`src/sxe_pkg.sv`:
```
// package for the swap/skip/table/xor execution block
package sxe_pkg;
  localparam int DATA_W = 8;
  localparam int ROM_W = 15;
  localparam int ROM_ADDR_W = 12;
  localparam int PAGE_W = 8;
  localparam int BIT_SEL_W = 3;
  localparam int HIGH_W = ROM_W - DATA_W;
  localparam logic [DATA_W-1:0] WREG_RST = 8'h00;
  localparam logic [HIGH_W-1:0] TABLE_HIGH_LATCH_RST = 7'h00;
  localparam logic ZERO_RST = 1'b0;
  localparam logic [PAGE_W-1:0] ZERO_BYTE = 8'h00;
  localparam int SKIP_CYCLES = 2;
  localparam int PLAIN_CYCLES = 1;
  // operation codes presented by the decoder
  typedef enum logic [3:0] {
    SXE_OP_NOP = 4'h0,
    SXE_OP_SWAP = 4'h1,
    SXE_OP_SWAP_TO_REG = 4'h2,
    SXE_OP_SKIP_NULL = 4'h3,
    SXE_OP_COPY_SKIP_NULL = 4'h4,
    SXE_OP_SKIP_BIT_CLR = 4'h5,
    SXE_OP_TBL_CUR = 4'h6,
    SXE_OP_TBL_LAST = 4'h7,
    SXE_OP_XOR_MEM_TO_REG = 4'h8,
    SXE_OP_XOR_TO_MEM = 4'h9,
    SXE_OP_XOR_IMM = 4'ha
  } sxe_op_t;
  // execution phases
  typedef enum logic [2:0] {
    SXE_ST_EXEC = 3'b001,
    SXE_ST_TBL = 3'b010,
    SXE_ST_DUMMY = 3'b100
  } sxe_state_t;
endpackage

```
`src/sxe_alu.sv`:
```
// combinational data path: swap, zero test, bit test, xor
`timescale 1ns/1ps
module sxe_alu
  import sxe_pkg::*;
#(
  parameter int WIDTH = DATA_W
) (
  // operands
  input wire logic [WIDTH-1:0] mem_in,
  input wire logic [WIDTH-1:0] other_in,
  input wire logic [BIT_SEL_W-1:0] bit_sel_in,
  // results
  output logic [WIDTH-1:0] swapped_out,
  output logic [WIDTH-1:0] xor_out,
  output logic mem_zero_out,
  output logic xor_zero_out,
  output logic bit_clear_out
);
  localparam int HALF = WIDTH / 2;
  always_comb begin
    swapped_out = {mem_in[HALF-1:0], mem_in[WIDTH-1:HALF]};
    xor_out = mem_in ^ other_in;
    mem_zero_out = (mem_in == '0);
    xor_zero_out = (xor_out == '0);
    bit_clear_out = ~mem_in[bit_sel_in];
  end
endmodule // sxe_alu

```
`src/sxe_exec.sv`:
```
// execution unit for swap, skip, table read and xor instructions
//
// Contract
// - swap nibbles of addressed byte in place, flags unchanged
// - swap nibbles of addressed byte into working register, memory and flags unchanged
// - skip if byte zero: discard prefetch, dummy cycle, two cycles; else one
// - copy byte to working register, skip two cycles if zero; no flags
// - skip when selected bit is clear, two cycles; else one; no flags
// - current page table read: low byte to memory, high part to latch
// - last page table read: same transfer from last program page
// - working register xor memory into working register, zero flag only
// - memory xor working register back to memory, zero flag only
// - working register xor immediate into working register, zero flag only
`timescale 1ns/1ps
module sxe_exec
  import sxe_pkg::*;
#(
  parameter int ROM_AW = ROM_ADDR_W
) (
  // clock and reset
  input wire logic core_clk_in,
  input wire logic reset_n_in,
  // decoded instruction
  input wire logic op_valid_in,
  input wire logic [3:0] op_code_in,
  input wire logic [BIT_SEL_W-1:0] bit_sel_in,
  input wire logic [DATA_W-1:0] immediate_in,
  // context from the core
  input wire logic [DATA_W-1:0] mem_rdata_in,
  input wire logic [DATA_W-1:0] table_pointer_in,
  input wire logic [ROM_AW-1:0] pc_in,
  input wire logic [ROM_W-1:0] rom_rdata_in,
  // handshake to fetch
  output logic op_ready_out,
  output logic discard_fetch_out,
  // data memory write
  output logic mem_we_out,
  output logic [DATA_W-1:0] mem_wdata_out,
  // program memory read for tables
  output logic rom_re_out,
  output logic [ROM_AW-1:0] rom_addr_out,
  // architectural state
  output logic [DATA_W-1:0] working_register_out,
  output logic [HIGH_W-1:0] table_high_latch_out,
  output logic zero_flag_out,
  output logic zero_flag_we_out
);
  // ---------------------------------------------------------------
  // data path
  // ---------------------------------------------------------------
  sxe_op_t op;
  logic [DATA_W-1:0] alu_mem;
  logic [DATA_W-1:0] alu_other;
  logic [DATA_W-1:0] swapped;
  logic [DATA_W-1:0] xor_res;
  logic mem_zero;
  logic xor_zero;
  logic bit_clear;
  logic skip_hit;
  assign op = sxe_op_t'(op_code_in);

  // the immediate rides the memory operand so one xor serves all three xor forms
  always_comb begin
    alu_mem = mem_rdata_in;
    alu_other = working_register_out;
    if (op == SXE_OP_XOR_IMM) begin
      alu_mem = immediate_in;
    end
  end

  sxe_alu #(.WIDTH(DATA_W)) u_alu (
    .mem_in(alu_mem),
    .other_in(alu_other),
    .bit_sel_in(bit_sel_in),
    .swapped_out(swapped),
    .xor_out(xor_res),
    .mem_zero_out(mem_zero),
    .xor_zero_out(xor_zero),
    .bit_clear_out(bit_clear)
  );

  // ---------------------------------------------------------------
  // skip decision
  // ---------------------------------------------------------------
  // kept combinational: the fetch stage must drop the prefetched word at the take edge itself
  always_comb begin
    skip_hit = 1'b0;
    case (op)
      SXE_OP_SKIP_NULL: skip_hit = mem_zero;
      SXE_OP_COPY_SKIP_NULL: skip_hit = mem_zero;
      SXE_OP_SKIP_BIT_CLR: skip_hit = bit_clear;
      default: skip_hit = 1'b0;
    endcase
  end

  // ---------------------------------------------------------------
  // state
  // ---------------------------------------------------------------
  sxe_state_t state_q, state_d;
  logic [DATA_W-1:0] wreg_q, wreg_d;
  logic [HIGH_W-1:0] table_high_latch_q, table_high_latch_d;
  logic zero_q, zero_d;
  logic mem_we_q, mem_we_d;
  logic [DATA_W-1:0] mem_wdata_q, mem_wdata_d;
  logic zwe_q, zwe_d;
  logic [ROM_AW-1:0] rom_addr_q, rom_addr_d;
  logic take;

  // table reads need one cycle for the program memory to answer
  assign take = op_valid_in && (state_q == SXE_ST_EXEC);
  assign op_ready_out = (state_q == SXE_ST_EXEC);
  assign rom_re_out = (state_q == SXE_ST_TBL);
  assign rom_addr_out = rom_addr_q;

  // ---------------------------------------------------------------
  // next state and results
  // ---------------------------------------------------------------
  // the zero flag is only ever written together with its enable, so the core merges z alone
  always_comb begin
    state_d = state_q;
    wreg_d = wreg_q;
    table_high_latch_d = table_high_latch_q;
    zero_d = zero_q;
    mem_we_d = 1'b0;
    mem_wdata_d = mem_wdata_q;
    zwe_d = 1'b0;
    rom_addr_d = rom_addr_q;
    discard_fetch_out = 1'b0;
    unique case (state_q)
      SXE_ST_EXEC: begin
        if (take) begin
          case (op)
            SXE_OP_SWAP: begin
              mem_we_d = 1'b1;
              mem_wdata_d = swapped;
            end
            SXE_OP_SWAP_TO_REG: wreg_d = swapped;
            SXE_OP_SKIP_NULL: begin
              if (skip_hit) begin
                state_d = SXE_ST_DUMMY;
                discard_fetch_out = 1'b1;
              end
            end
            SXE_OP_COPY_SKIP_NULL: begin
              wreg_d = mem_rdata_in;
              if (skip_hit) begin
                state_d = SXE_ST_DUMMY;
                discard_fetch_out = 1'b1;
              end
            end
            SXE_OP_SKIP_BIT_CLR: begin
              if (skip_hit) begin
                state_d = SXE_ST_DUMMY;
                discard_fetch_out = 1'b1;
              end
            end
            SXE_OP_TBL_CUR: begin
              // current page: upper pc bits with pointer as offset
              rom_addr_d = {pc_in[ROM_AW-1:PAGE_W], table_pointer_in};
              state_d = SXE_ST_TBL;
            end
            SXE_OP_TBL_LAST: begin
              rom_addr_d = {{(ROM_AW-PAGE_W){1'b1}}, table_pointer_in};
              state_d = SXE_ST_TBL;
            end
            SXE_OP_XOR_MEM_TO_REG, SXE_OP_XOR_IMM: begin
              wreg_d = xor_res;
              zero_d = xor_zero;
              zwe_d = 1'b1;
            end
            SXE_OP_XOR_TO_MEM: begin
              mem_we_d = 1'b1;
              mem_wdata_d = xor_res;
              zero_d = xor_zero;
              zwe_d = 1'b1;
            end
            default: begin
            end
          endcase
        end
      end
      SXE_ST_TBL: begin
        // the program word must be on rom_rdata_in in the cycle rom_re_out is high
        mem_we_d = 1'b1;
        mem_wdata_d = rom_rdata_in[DATA_W-1:0];
        table_high_latch_d = rom_rdata_in[ROM_W-1:DATA_W];
        state_d = SXE_ST_EXEC;
      end
      SXE_ST_DUMMY: state_d = SXE_ST_EXEC;
      default: state_d = SXE_ST_EXEC;
    endcase
  end

  // ---------------------------------------------------------------
  // registers
  // ---------------------------------------------------------------
  always_ff @(posedge core_clk_in) begin
    if (!reset_n_in) begin
      state_q <= SXE_ST_EXEC;
      wreg_q <= WREG_RST;
      table_high_latch_q <= TABLE_HIGH_LATCH_RST;
      zero_q <= ZERO_RST;
      mem_we_q <= 1'b0;
      mem_wdata_q <= ZERO_BYTE;
      zwe_q <= 1'b0;
      rom_addr_q <= '0;
    end else begin
      state_q <= state_d;
      wreg_q <= wreg_d;
      table_high_latch_q <= table_high_latch_d;
      zero_q <= zero_d;
      mem_we_q <= mem_we_d;
      mem_wdata_q <= mem_wdata_d;
      zwe_q <= zwe_d;
      rom_addr_q <= rom_addr_d;
    end
  end

  // ---------------------------------------------------------------
  // outputs
  // ---------------------------------------------------------------
  // data outputs come straight from flops; only ready, rom_re_out and discard are combinational
  assign mem_we_out = mem_we_q;
  assign mem_wdata_out = mem_wdata_q;
  assign working_register_out = wreg_q;
  assign table_high_latch_out = table_high_latch_q;
  assign zero_flag_out = zero_q;
  assign zero_flag_we_out = zwe_q;
endmodule // sxe_exec

```
`config.mk`:
```
export PLATFORM = sky130hd
export DESIGN_NAME = sxe_exec
export DESIGN_NICKNAME = d
export VERILOG_FILES = /design/src/sxe_pkg.sv /design/src/sxe_alu.sv /design/src/sxe_exec.sv
export SDC_FILE = /design/constraint.sdc
export NUM_CORES = 1
export LEC_CHECK = 0
export BUFFER_PORTS_ARGS = -buffer_cell sky130_fd_sc_hd__buf_2
export CORE_MARGIN = 2
export CORE_UTILIZATION = 42
export DETAILED_ROUTE_END_ITERATION = 16
export HOLD_SLACK_MARGIN = 0.06
export PLACE_DENSITY = 0.79
export SLEW_MARGIN = 20
export SYNTH_ARGS = -nofsm -noshare
export SYNTH_HDL_FRONTEND = slang
export SYNTH_HIERARCHICAL = 1
export SYNTH_SLANG_ARGS = --single-unit
```
`constraint.sdc`:
```
create_clock -name core_clk_in -period 2.4 [get_ports core_clk_in]
set_clock_uncertainty 0.05 [all_clocks]
set_input_delay 0.12 -clock core_clk_in [delete_from_list [all_inputs] [get_ports core_clk_in]]
set_output_delay 0.12 -clock core_clk_in [all_outputs]
set_load 0.01 [all_outputs]
```
==> out/qor.yml <==
synth:
  synth_adder_area_share_pct: 0
  syn_area_mm2: 0.002247
  yosysTopAreaCellShare_pct: 36.53
  synth_top_family_by_area: "simple AND/OR/NAND/NOR gates"
  synth_top_area_cell: "dfxtp_1"
  synth_simple_gate_area_share_pct: 20.38
  synth_area_leaders: "dfxtp_1 37%, mux2_2 8.0%, nand2_1 7.7%"
  synthMuxAreaShare_pct: 15.31
  yosysUniqueCellTypes: 40
  ys_warn_count: 6
  synth-xor-area-share_pct: 3.118
  synth_compound_area_share_pct: 18.54
  syn_nets: 308
  ys_seq_area_share_pct: 36.53
  ys_ff_latch: 41
  syn_inst: 247
  syn_avg_cell_area_um2: 9.098
clock_network:
  cts.clk_slew.worst_paths_ns: 0.08
  numCtsBuffers: 5
  clock_latency_ns: 0.29
  htree_levels: 2
  cts-root-buf: "clkbuf_8"
  cts.path.max_buffers: 2
  cts_tree: "built"
  clock_sinks: 41
timing:
  timing.fmax_mhz: 401.4
  setup_ws_ns: -0.09111
  final_max_slew_viol_count: 0
  rsz0062_at_grt: "true"
  maxSlewHeadroom_pct: 61.04
  fin_crit_sh_pct: 103.8
  hold-worst-slack_ns: 0.07074
  finalHoldViolCount: 0
  finalSetupViolations: 1
  worst_slew_pin_slew_ns: 0.5828
  fin_crit_ns: 2.491
  fin_setup_tns_ns: -0.09111
critical_path:
  worst-path-max-fanout: 7
  critical_path_class: "primary input to output pin"
  worst_setup_path_end_kind: "output pin"
  rrSetupSlack_ns: 0.65
  rr_startpoint: "state_q[0]"
  worstPathArrival_ns: 2.32
  reg2reg_depth: 4
  r2r-end: "mem_wdata_out[3]"
  crit_required_ns: 2.23
  startpoint_type: "primary input"
grt:
  antenna_found_initial: 0
  track_usage_pct: 23.20
  grt_overflow: 0
  first_global_vias: 2280
  grt_max_degree: 33
  grt_pass1_wl_um: 11050
floorplanning:
  die_area_mm2: 0.005951
  pin_count: 102
  die_w_um: 77.15
  die_y_um: 77.15
  core_area_mm2: 0.005140
  start_util_pct: 43.72
  placementRows: 26
finish:
  drive_gt1_share_pct: 41.94
  fillers: 482
  seqCellArea_um2: 820.8
  final_area_mm2: 0.003253
  diodes: 0
  area_growth_syn_to_layout_pct: 44.77
  multi_input_area_mm2: 0.001339
  utilization_pct: 63.29
  nets: 432
flow_run:
  max_cap_viol_count: 0
min_path:
  hold_path_end: "rom_addr_out[10]"
  holdPathStages: 3
  hp-start: "pc_in[10]"
  hold_path_class: "primary input to register"
route:
  dr.pass1.iters: 4
  drc: 0
  detail-route-antenna-nets: 0
  vias: 2294
  drtIter0Drc: 131
  avgRoutedWirePerCell_um: 15.50
  routed_wl_um: 6850
  viasPerCell: 5.190
placement:
  io_buffers: 93
  gp_congestion: 0.8730
  dpl_cell_area_mm2: 0.002806
  dp_hpwl_um: 4737
status:
  status: "complete, but fails checks"
  violations: "setup timing"
power_and_ir_drop:
  p_leak_nw: 1.526
  pwr_density_cell_mw_per_mm2: 483.1
  worst_ir_drop_vdd_mv: 0.3674
==> layout by cell type, fill, tap and decap left out, types with 3 or more instances in the layout <==
cell           Yosys  layout
a21boi_1           8       8
nor3_1             4       4
nand2_1           46      46
nand3_1            3       3
clkbuf_8           0       7
o21ai_0            6       6
a22oi_1            8       8
a21boi_0           9       9
dfxtp_1           41      41
a2bb2oi_1          7       7
dlygate4sd3_1      0      23
o21ai_1           11      11
nor2_1            10       9
xor2_1             8       8
buf_4              9      22
mux2_2            16       8
a21oi_1            8       8
mux2i_1           10      10
buf_2              8      91
mux2_4             0       9
==> report_power, final <==
part	switching (mW)	leakage, nW	internal, mW
logic	0.158	1.14	0.185
clock network	0.251	0.0549	0.266
registers	0.0139	0.332	0.698
total	0.423	1.53	1.15
==> metal layers <==
layer  routed length (um)  vias to the layer above  global-route usage, %
li1                     -                     1115                      -
met1                 3000                     1092                  28.84
met2                 3388                       78                  40.26
met3                  369                        9                  4.941
met4                   92                        0                  6.607
met5                    0                        -                      0
==> critical path: stages <==
cell and delay, ns:
buf_6 0.09, nor2b_4 0.12, and3b_2 0.21, buf_12 0.14, mux2_4 0.31, mux4_2 0.48, mux2i_1 0.17, mux2_4 0.17
nand3b_1 0.07, a21o_1 0.21, nor2_1 0.09, buf_2 0.13
==> logic make-up after synthesis <==
| group | after synthesis |
|---|---|
| xor gates and xnor gates | 8 |
| buffers and inverters | 23 |
| muxes | 29 |
| AOI/OAI and AO/OA | 62 |
| DFF | 41 |
| and+or+nand+nor | 84 |
==> state kept, by name, summed over array words and instances, names as in the netlist <==
register and flops:
mem_we_out 1, state_q 3, zero_flag_out 1, table_high_latch_out 7, working_register_out 8, rom_addr_out 12
zero_flag_we_out 1, mem_wdata_out 8
==> repair_timing <==
item	CTS	global route
hold buffers	23	0
pin swaps	6	3
setup buffers	4	3
setup endpoints to repair	1	1
hold endpoints to repair	23	0
resized for setup	21	1
==> layout make-up <==
class,count,share of cell area (%)
multi-input cells,183,41.15
repair buffers,139,27.58
flip-flops and latches,41,25.23
clock buffers,7,2.962
well taps,70,2.692
clock inverters,1,0.2692
inverters,1,0.1154
==> stage by stage <==
step	total power [mW]	instances	setup WS, ns
after floorplan	0.9012	247	0.01275
after global placement	1.006	405	-0.1084
after detailed placement	1.012	405	-0.1616
after CTS	1.577	439	-0.07090
after global routing	1.645	442	-0.1879
final	1.571	442	-0.09111
==> Yosys cell counts (all sizes together) <==
cell     number
a21oi         8
o2111ai       1
and3          1
a21boi       17
inv           1
nand3b        1
and4bb        1
nand4bb       1
and3b         1
a21o          2
nor3          4
xor2          8
mux4          2
mux2         17
nor4          2
a2bb2oi       7
nor3b         5
dfxtp        41
clkbuf        4
a22oi         8
o21a          1
o21bai        1
or4           2
mux2i        10
nor4b         1
and2          2
nor2b         3
o21ai        17
nand3         3
nand4b        1
buf          18
nand2        46
nor2         10
==> how the worst max path moves through the flow <==
stage,from,end,cells past startpoint
global route,op_code_in[2],discard_fetch_out,12
finish,op_code_in[3],discard_fetch_out,12
detailed placement,op_code_in[3],discard_fetch_out,12
floorplan,op_code_in[0],discard_fetch_out,10
global placement,op_code_in[2],discard_fetch_out,12
CTS,op_code_in[3],discard_fetch_out,12
Power figures use the tool's default switching activity.
